===== src/gst_pkg.sv =====
/*
 * Package for the gated sixteen-bit timer: register offsets, field
 * positions, reset values and shared types.
 * Assumes a 32-bit AXI4-Lite register bus, one aligned word per register.
 */
`default_nettype none
package gst_pkg;
	// Register byte offsets
	localparam logic [7:0] OFS_TIMER_CONTROL = 8'h00;
	localparam logic [7:0] OFS_GATE_CONTROL  = 8'h04;
	localparam logic [7:0] OFS_COUNT_LOW     = 8'h08;
	localparam logic [7:0] OFS_COUNT_HIGH    = 8'h0c;
	localparam logic [7:0] OFS_CLK_PIN_SEL   = 8'h10;
	localparam logic [7:0] OFS_GATE_PIN_SEL  = 8'h14;
	localparam logic [7:0] OFS_IRQ_STATUS    = 8'h18;
	localparam logic [7:0] OFS_IRQ_MASK      = 8'h1c;
	// Timer control fields
	localparam int CTL_ON_BIT    = 0;
	localparam int CTL_SYNCD_BIT = 2;
	localparam int CTL_SOSC_BIT  = 3;
	localparam int CTL_PS_LSB    = 4;
	localparam int CTL_CS_LSB    = 6;
	// Gate control fields
	localparam int GCT_POL_BIT   = 6;
	localparam int GCT_EN_BIT    = 7;
	// Pin select field width
	localparam int PIN_SEL_W     = 5;
	// Reset values
	localparam logic [7:0] RST_CONTROL = 8'h00;
	localparam logic [7:0] RST_GATE    = 8'h00;
	localparam logic [15:0] RST_COUNT  = 16'h0000;
	localparam logic [7:0] RST_PIN_SEL = 8'h00;
	localparam logic [2:0] PS_MAX      = 3'h7;
	// Clock source choices
	typedef enum logic [1:0] {
		GST_SRC_SYS  = 2'h0,
		GST_SRC_SYS4 = 2'h1,
		GST_SRC_EXT  = 2'h2,
		GST_SRC_SOSC = 2'h3
	} gst_src_e;
	// AXI4-Lite response codes
	localparam logic [1:0] RESP_OKAY   = 2'h0;
	localparam logic [1:0] RESP_SLVERR = 2'h2;
	// External pins that travel together
	typedef struct packed {
		logic [31:0] clk_pins;
		logic [31:0] gate_pins;
		logic        crystal_in;
	} gst_pins_s;
endpackage
`default_nettype wire


===== src/gst_timer.sv =====
/*
 * Gated sixteen-bit timer with prescaler, crystal oscillator enable,
 * external clock synchroniser used in both sync settings, gate and overflow interrupt, on AXI4-Lite.
 * Assumes external clock, gate and crystal levels arrive asynchronously
 * and are slow compared with aclk.
 */
`timescale 1ns/1ps
`default_nettype none
// Summary of operation
// - Crystal oscillator enabled only when enable bit set
// - Oscillator keeps running while processor sleeps
// - Overflow flag sets when count rolls over
// - Prescaler divides input by 1,2,4,8
// - Prescaler hidden; count byte write clears it
// - Sync disable still takes external clock from synchroniser
// - Unsynced external count continues; overflow wakes
// - Sync setting switch neither skips nor adds increment
// - Count byte reads always return valid value
// - Gate controls counting only when enabled
// - Gate polarity bit selects active level
// - Active gate: increment on source rising edge
// - Inactive gate: hold count unchanged
module gst_timer
(
	// Clock, enable and reset
	input  wire logic                aclk,
	input  wire logic                aresetn,
	input  wire logic                clk_en,
	// AXI4-Lite write channels
	input  wire logic [7:0]          s_axi_awaddr,
	input  wire logic                s_axi_awvalid,
	output logic                     s_axi_awready,
	input  wire logic [31:0]         s_axi_wdata,
	input  wire logic [3:0]          s_axi_wstrb,
	input  wire logic                s_axi_wvalid,
	output logic                     s_axi_wready,
	output logic [1:0]               s_axi_bresp,
	output logic                     s_axi_bvalid,
	input  wire logic                s_axi_bready,
	// AXI4-Lite read channels
	input  wire logic [7:0]          s_axi_araddr,
	input  wire logic                s_axi_arvalid,
	output logic                     s_axi_arready,
	output logic [31:0]              s_axi_rdata,
	output logic [1:0]               s_axi_rresp,
	output logic                     s_axi_rvalid,
	input  wire logic                s_axi_rready,
	// External pins and sleep indication
	input  wire gst_pkg::gst_pins_s  pins,
	input  wire logic                sleep,
	// Oscillator and interrupt outputs
	output logic                     secondary_osc_enable,
	output logic                     crystal_out,
	output logic                     irq
);
	import gst_pkg::*;
	// Software registers
	logic [7:0]  ctl_r;                 // Timer control
	logic [7:0]  gct_r;                 // Gate control
	logic [15:0] count_r;               // Sixteen-bit count
	logic [7:0]  cpin_r;                // Clock input pin select
	logic [7:0]  gpin_r;                // Gate input pin select
	logic        sts_r;                 // Sticky overflow flag
	logic        mask_r;                // Interrupt mask
	logic [2:0]  pre_r;                 // Hidden prescale counter
	logic [1:0]  sys4_r;                // Divider for system/4 source
	// Synchronisers: first stage read only by the second
	logic [2:0]  s1_r;
	logic [2:0]  s2_r;
	logic        src_q_r;               // Previous selected source level
	logic        asyn_q_r;              // Previous selected source level, for sync disable
	// Bus state
	logic        aw_ok_r;
	logic        w_ok_r;
	logic [7:0]  awa_r;
	logic [31:0] wd_r;
	logic [3:0]  ws_r;
	// Decode of the fields
	logic        f_on;
	logic        f_syncd;
	logic        f_sosc;
	logic [1:0]  f_ps;
	gst_src_e    f_cs;
	assign f_on    = ctl_r[CTL_ON_BIT];
	assign f_syncd = ctl_r[CTL_SYNCD_BIT];
	assign f_sosc  = ctl_r[CTL_SOSC_BIT];
	assign f_ps    = ctl_r[CTL_PS_LSB +: 2];
	assign f_cs    = gst_src_e'(ctl_r[CTL_CS_LSB +: 2]);
	// Bit chosen by a five-bit pin select field
	function automatic logic pick(input logic [31:0] v,
		input logic [7:0] sel);
		pick = v[sel[PIN_SEL_W-1:0]];
	endfunction
	// Raw levels brought into the aclk domain
	always_ff @(posedge aclk)
	begin
		if (!aresetn)
		begin
			s1_r <= 3'h0;
			s2_r <= 3'h0;
		end
		else if (clk_en)
		begin
			s1_r <= {pick(pins.gate_pins, gpin_r),
				pins.crystal_in, pick(pins.clk_pins, cpin_r)};
			s2_r <= s1_r;
		end
	end
	logic gate_input;
	logic counter_clock;
	logic src_edge;
	logic gate_ok;
	assign gate_input = s2_r[2];
	// Crystal only counts when its oscillator is enabled
	always_comb
	begin
		case (f_cs)
			GST_SRC_SYS:  counter_clock = 1'b1;
			GST_SRC_SYS4: counter_clock = (sys4_r == 2'h3);
			GST_SRC_EXT:  counter_clock = s2_r[0];
			GST_SRC_SOSC: counter_clock = s2_r[1] & f_sosc;
			default:      counter_clock = 1'b0;
		endcase
	end
	// Sync disable: external edge taken from the second stage directly
	// without extra phase alignment, against the same edge history as the
	// synced path, so switching modes neither drops nor adds an increment.
	always_comb
	begin
		if (f_cs == GST_SRC_SYS)
			src_edge = 1'b1;
		else if (f_cs == GST_SRC_SYS4)
			src_edge = counter_clock;
		else if (f_syncd)
			src_edge = counter_clock & ~asyn_q_r;
		else
			src_edge = counter_clock & ~src_q_r;
	end
	// Gate level must equal the polarity bit when gating is enabled
	assign gate_ok = !gct_r[GCT_EN_BIT] ||
		(gate_input == gct_r[GCT_POL_BIT]);

	// Edge history and system/4 divider
	always_ff @(posedge aclk)
	begin
		if (!aresetn)
		begin
			src_q_r  <= 1'b0;
			asyn_q_r <= 1'b0;
			sys4_r   <= 2'h0;
		end
		else if (clk_en)
		begin
			src_q_r  <= counter_clock;
			asyn_q_r <= counter_clock;
			sys4_r   <= sys4_r + 2'h1;
		end
	end

	// Write acceptance
	logic wr_go;
	logic wr_lo;
	logic wr_hi;
	assign wr_go = aw_ok_r && w_ok_r && !s_axi_bvalid;
	assign wr_lo = wr_go && awa_r == OFS_COUNT_LOW && ws_r[0];
	assign wr_hi = wr_go && awa_r == OFS_COUNT_HIGH && ws_r[0];

	// Prescaler, count and overflow. Sleep does not stop external or
	// crystal counting since neither depends on the core clock.
	logic tick;
	logic pre_done;
	assign pre_done = (pre_r & ((3'h1 << f_ps) - 3'h1)) ==
		((3'h1 << f_ps) - 3'h1);
	assign tick = f_on && gate_ok && src_edge && !(sleep &&
		(f_cs == GST_SRC_SYS || f_cs == GST_SRC_SYS4));
	always_ff @(posedge aclk)
	begin
		if (!aresetn)
		begin
			pre_r   <= 3'h0;
			count_r <= RST_COUNT;
		end
		else if (clk_en)
		begin
			if (wr_lo || wr_hi)
				pre_r <= 3'h0;
			else if (tick)
				pre_r <= pre_done ? 3'h0 : pre_r + 3'h1;
			// Byte writes replace one byte; a write wins over a tick,
			// software is expected to stop the counter first.
			if (wr_lo)
				count_r[7:0] <= wd_r[7:0];
			else if (wr_hi)
				count_r[15:8] <= wd_r[7:0];
			else if (tick && pre_done)
				count_r <= count_r + 16'h1;
		end
	end

	// Overflow set, write-one-to-clear; set wins over clear
	logic ovf;
	assign ovf = tick && pre_done && count_r == 16'hffff && !wr_lo &&
		!wr_hi;
	always_ff @(posedge aclk)
	begin
		if (!aresetn)
			sts_r <= 1'b0;
		else if (clk_en)
		begin
			if (ovf)
				sts_r <= 1'b1;
			else if (wr_go && awa_r == OFS_IRQ_STATUS && ws_r[0] &&
				wd_r[0])
				sts_r <= 1'b0;
		end
	end

	// Control registers
	always_ff @(posedge aclk)
	begin
		if (!aresetn)
		begin
			ctl_r  <= RST_CONTROL;
			gct_r  <= RST_GATE;
			cpin_r <= RST_PIN_SEL;
			gpin_r <= RST_PIN_SEL;
			mask_r <= 1'b0;
		end
		else if (clk_en && wr_go && ws_r[0])
		begin
			case (awa_r)
				OFS_TIMER_CONTROL: ctl_r  <= wd_r[7:0] & 8'hfd;
				OFS_GATE_CONTROL:  gct_r  <= wd_r[7:0] & 8'hc0;
				OFS_CLK_PIN_SEL:   cpin_r <= wd_r[7:0] & 8'h1f;
				OFS_GATE_PIN_SEL:  gpin_r <= wd_r[7:0] & 8'h1f;
				OFS_IRQ_MASK:      mask_r <= wd_r[0];
				default:           ;
			endcase
		end
	end

	// Known address check
	function automatic logic known(input logic [7:0] a);
		known = (a[1:0] == 2'h0) && (a <= OFS_IRQ_MASK);
	endfunction

	// Write channel handshake: address and data in either order
	always_ff @(posedge aclk)
	begin
		if (!aresetn)
		begin
			s_axi_awready <= 1'b0;
			s_axi_wready  <= 1'b0;
			aw_ok_r       <= 1'b0;
			w_ok_r        <= 1'b0;
			awa_r         <= 8'h00;
			wd_r          <= 32'h0;
			ws_r          <= 4'h0;
			s_axi_bvalid  <= 1'b0;
			s_axi_bresp   <= RESP_OKAY;
		end
		else if (clk_en)
		begin
			s_axi_awready <= !aw_ok_r && !s_axi_awready && s_axi_awvalid;
			s_axi_wready  <= !w_ok_r && !s_axi_wready && s_axi_wvalid;
			if (s_axi_awvalid && s_axi_awready)
			begin
				aw_ok_r <= 1'b1;
				awa_r   <= s_axi_awaddr;
			end
			if (s_axi_wvalid && s_axi_wready)
			begin
				w_ok_r <= 1'b1;
				wd_r   <= s_axi_wdata;
				ws_r   <= s_axi_wstrb;
			end
			if (wr_go)
			begin
				aw_ok_r      <= 1'b0;
				w_ok_r       <= 1'b0;
				s_axi_bvalid <= 1'b1;
				s_axi_bresp  <= known(awa_r) ? RESP_OKAY : RESP_SLVERR;
			end
			else if (s_axi_bvalid && s_axi_bready)
				s_axi_bvalid <= 1'b0;
		end
	end

	// Read channel: count is sampled in aclk so both bytes read valid
	logic [31:0] rd_mux;
	always_comb
	begin
		rd_mux = 32'h0;
		case (s_axi_araddr)
			OFS_TIMER_CONTROL: rd_mux[7:0] = ctl_r;
			OFS_GATE_CONTROL:  rd_mux[7:0] = {gct_r[7:6], 3'h0,
				gate_input, 2'h0};
			OFS_COUNT_LOW:     rd_mux[7:0] = count_r[7:0];
			OFS_COUNT_HIGH:    rd_mux[7:0] = count_r[15:8];
			OFS_CLK_PIN_SEL:   rd_mux[7:0] = cpin_r;
			OFS_GATE_PIN_SEL:  rd_mux[7:0] = gpin_r;
			OFS_IRQ_STATUS:    rd_mux[0]   = sts_r;
			OFS_IRQ_MASK:      rd_mux[0]   = mask_r;
			default:           rd_mux      = 32'h0;
		endcase
	end
	always_ff @(posedge aclk)
	begin
		if (!aresetn)
		begin
			s_axi_arready <= 1'b0;
			s_axi_rvalid  <= 1'b0;
			s_axi_rdata   <= 32'h0;
			s_axi_rresp   <= RESP_OKAY;
		end
		else if (clk_en)
		begin
			s_axi_arready <= !s_axi_arready && !s_axi_rvalid &&
				s_axi_arvalid;
			if (s_axi_arvalid && s_axi_arready)
			begin
				s_axi_rvalid <= 1'b1;
				s_axi_rdata  <= rd_mux;
				s_axi_rresp  <= known(s_axi_araddr) ? RESP_OKAY :
					RESP_SLVERR;
			end
			else if (s_axi_rvalid && s_axi_rready)
				s_axi_rvalid <= 1'b0;
		end
	end

	// Outputs from flops: oscillator drive and interrupt level
	always_ff @(posedge aclk)
	begin
		if (!aresetn)
		begin
			secondary_osc_enable <= 1'b0;
			crystal_out          <= 1'b0;
			irq                  <= 1'b0;
		end
		else if (clk_en)
		begin
			secondary_osc_enable <= f_sosc;
			crystal_out          <= f_sosc & ~s2_r[1];
			irq                  <= sts_r & mask_r;
		end
	end
endmodule // gst_timer
`default_nettype wire


===== config.mk =====
export PLATFORM = sky130hd
export DESIGN_NAME = gst_timer
export DESIGN_NICKNAME = d
export VERILOG_FILES = /design/src/gst_pkg.sv /design/src/gst_timer.sv
export SDC_FILE = /design/constraint.sdc
export NUM_CORES = 1
export LEC_CHECK = 0
export CAP_MARGIN = 10
export CORE_ASPECT_RATIO = 1.1
export CORE_MARGIN = 2
export CORE_UTILIZATION = 35
export DETAILED_ROUTE_END_ITERATION = 8
export DONT_BUFFER_PORTS = 1
export PLACE_DENSITY = 0.47
export SETUP_SLACK_MARGIN = 0.5
export SLEW_MARGIN = 15
export SYNTH_ARGS = -nofsm -noshare
export SYNTH_HDL_FRONTEND = slang
export SYNTH_SLANG_ARGS = --single-unit

===== constraint.sdc =====
create_clock -name aclk -period 2.6 [get_ports aclk]
set_input_delay 0.26 -clock aclk [delete_from_list [all_inputs] [get_ports aclk]]
set_output_delay 0.26 -clock aclk [all_outputs]
set_load 0.1 [all_outputs]

==> impl_metrics.py <==
metrics = {
    "min_path": {
        "min_to": "count_r[9]",
        "hold_start": "clk_en",
        "min_path_cells": 1,
        "hold_path.class": "in -> reg",
    },
    "layout": {
        "layout_commonest_cell": "dfxtp_1",
        "mostFrequentLayoutCells": "dfxtp_1 (78), nand2_1 (69), nor2_1 (59)",
        "diodes": 0,
        "fin_nets": 697,
        "syn2layout_area_growth_pct": 11.7,
        "drive_gt1_frac": 0.171,
        "fin_util": 0.400,
    },
    "logic_synthesis": {
        "async_flop_share": 0,
        "synth_cell_types": 66,
        "ys_seq_elements": 86,
        "syn_area_per_cell_um2": 8.74,
        "seq_area_frac_synth": 0.347,
        "synth_area_leaders": "dfxtp_1 (35%), mux2i_1 (10%), mux4_2 (8.2%)",
        "synth_area_um2": 4960,
        "synth_flop_cell": "dfxtp_1",
        "netlist.top_cell.by_area": "dfxtp_1",
        "yosys_warnings": 0,
        "synth.top_cell.area_share": 0.347,
        "synthCells": 568,
        "synth_edf_count": 0,
    },
    "job": {
        "drv_cap": 0,
    },
    "timing": {
        "post-route-period-util": 0.775,
        "setup_viol": 0,
        "finalSetupTns_ns": 0,
        "worstMarginPinSlew_ns": 0.966,
        "grt_setup_unrepaired": "true",
        "hold_viol_final": 0,
        "fin_crit_ns": 2.02,
        "drv_slew": 0,
        "slew_headroom": 0.355,
        "max_freq_mhz": 496,
        "clock_skew_ns": 0.00524,
    },
    "route": {
        "drt-wirelength-per-cell_um": 18.6,
        "first_iter_violations": 190,
        "route.detailed.drc": 0,
        "via_per_inst": 5.35,
        "vias": 4069,
        "final_antenna_net_count": 0,
        "wirelength_um": 14100,
        "first_pass_iters": 4,
    },
    "grt": {
        "antenna_found_initial": 0,
        "grt_start_max_net_pins": 44,
        "grt_use_total": 0.189,
        "grt_pass1_vias": 4025,
        "grt_pass1_wl_um": 22200,
        "grt_overflow": 0,
    },
    "floorplan": {
        "die_h_um": 129,
        "core_area_um2": 13900,
        "dieArea_um2": 15200,
        "ios": 170,
        "rows": 45,
        "initial_utilization": 0.358,
        "die_x_um": 118,
    },
    "power": {
        "powerDensity_nw_per_um2": 552,
        "power_mw": 3.06,
        "leakage_nw": 1.93,
        "ir_drop_mv": 0.301,
    },
    "cts": {
        "clockRootBuffer": "clkbuf_16",
        "clkSlewWorstSetupHoldPaths_ns": 0.06,
        "cts-htree-levels": 3,
        "cts_made_buffers": 9,
        "cts_max_path_buffers": 2,
        "clock_latency_ns": 0.35,
        "cts_tree": "built",
        "cts_sinks": 86,
    },
    "setup_path": {
        "r2r_start": "awa_r[7]",
        "start_kind": "register",
        "crit_path_max_fanout": 5,
        "r2r_end": "gpin_r[0]",
        "reg2reg_depth": 7,
        "reg2reg_setup_slack_ns": 0.58,
        "worstPathArrival_ns": 2.23,
        "required_ns": 2.81,
        "critPathCaptureType": "register",
        "path_class": "reg -> reg",
    },
    "placement": {
        "dp_hpwl_um": 10200,
        "io_buffers": 0,
        "routabilityCongestion": 0.864,
    },
    "run_status": {
        "status": "finished clean",
    },
}
[critical path, stage by stage (launching register included)]
cell and delay [ns]:
dfxtp_2 0.35, nor4_4 0.35, nand2_2 0.14, or3_4 0.46
nor3b_4 0.19, buf_6 0.15, mux2i_1 0.18, nor2_1 0.05
[cell families (layout without fill, tap and decap cells)]
group,after synthesis,after routing,share of synthesized area
AND/OR/NAND/NOR,221,221,0.228
AO/OA/AOI/OAI,115,115,0.142
flip-flops,86,86,0.347
multiplexers,71,71,0.190
buffers and inverters,69,48,0.0811
adder cells (fa/ha/maj),3,3,0.00756
XOR/XNOR,2,2,0.00353
other,1,26,0.000755
[synthesized netlist by cell type, types with 2 or more instances]
| library cell | number |
|---|---|
| a211oi_1 | 8 |
| a21oi_1 | 47 |
| a22o_1 | 3 |
| a31oi_1 | 7 |
| and2_1 | 4 |
| and3_1 | 8 |
| and4_1 | 2 |
| buf_1 | 5 |
| buf_2 | 3 |
| buf_4 | 27 |
| clkbuf_1 | 23 |
| clkbuf_8 | 3 |
| dfxtp_1 | 86 |
| ha_1 | 3 |
| inv_1 | 6 |
| mux2_2 | 2 |
| mux2i_1 | 50 |
| mux4_2 | 18 |
| nand2_1 | 69 |
| nand2b_1 | 4 |
| nand3_1 | 9 |
| nand3b_1 | 6 |
| nand4_1 | 13 |
| nor2_1 | 60 |
| nor2b_1 | 3 |
| nor3_1 | 14 |
| nor4_1 | 4 |
| nor4_2 | 2 |
| nor4b_1 | 3 |
| nor4b_2 | 2 |
| o211ai_1 | 5 |
| o21ai_0 | 16 |
| o21ai_1 | 4 |
| o22a_1 | 2 |
| o22ai_1 | 6 |
| o31ai_1 | 6 |
| or2_2 | 3 |
| or4_1 | 4 |
[sequential cells by signal, indices dropped and copies added, names as in the netlist, 2 cells and up]
| signal | count |
|---|---|
| awa_r | 8 |
| count_r | 16 |
| cpin_r | 5 |
| ctl_r | 7 |
| gct_r | 2 |
| gpin_r | 5 |
| pre_r | 3 |
| s1_r | 3 |
| s2_r | 3 |
| s_axi_rdata | 8 |
| sys4_r | 2 |
| wd_r | 8 |
[per-stage QoR]
step                      setup slack (ns)  hold WS [ns]  cells  area (um^2)
after floorplan                      0.548         0.396    593         5060
after global placement               0.371         0.359    740         5090
after detailed placement             0.361         0.367    740         5090
after CTS                            0.490       0.00133    757         5460
after global routing                 0.483        0.0139    760         5550
final                                0.584        0.0280    760         5550
[area by class of cell]
| type | instances | area [um^2] |
|---|---|---|
| Sequential cell | 86 | 1740 |
| Multi-Input combinational cell | 438 | 3010 |
| Timing Repair Buffer | 27 | 221 |
| Clock inverter | 2 | 37.5 |
| Clock buffer | 13 | 282 |
| Inverter | 6 | 22.5 |
| Fill cell | 1439 | 8310 |
| Tap cell | 188 | 235 |
[worst max path at each step]
stage          cells after the start          end  slack, ns     start
2_1_floorplan                      7  count_r[15]       0.55  ctl_r[7]
3_3_place_gp                       6    gpin_r[0]       0.37  awa_r[0]
3_5_place_dp                       6    gpin_r[0]       0.36  awa_r[0]
4_1_cts                            7    gpin_r[0]       0.49  awa_r[0]
5_1_grt                            7    gpin_r[0]       0.48  awa_r[7]
6_report                           7    gpin_r[0]       0.58  awa_r[7]
[per-layer routing]
layer | GRT usage | routed length [um] | vias to the layer above
met1 | 0.242 | 6120 | 1914
met5 | 0 | 0 | -
met2 | 0.301 | 6790 | 108
met3 | 0.0532 | 831 | 29
met4 | 0.0865 | 367 | 0
li1 | - | - | 2018
[report_power, final]
part	switching, mW	internal [mW]	leakage, nW
combinational	0.258	0.0653	1.08
clock	0.537	0.851	0.153
sequential	0.0181	1.33	0.700
[what timing repair did]
item	CTS	global route
pin swaps	1	9
gates resized for setup	7	16
setup buffers	1	3
setup endpoints to repair	20	34
hold buffers	1	0
hold endpoints to repair	3	0
(Power assumes the default switching activity.)
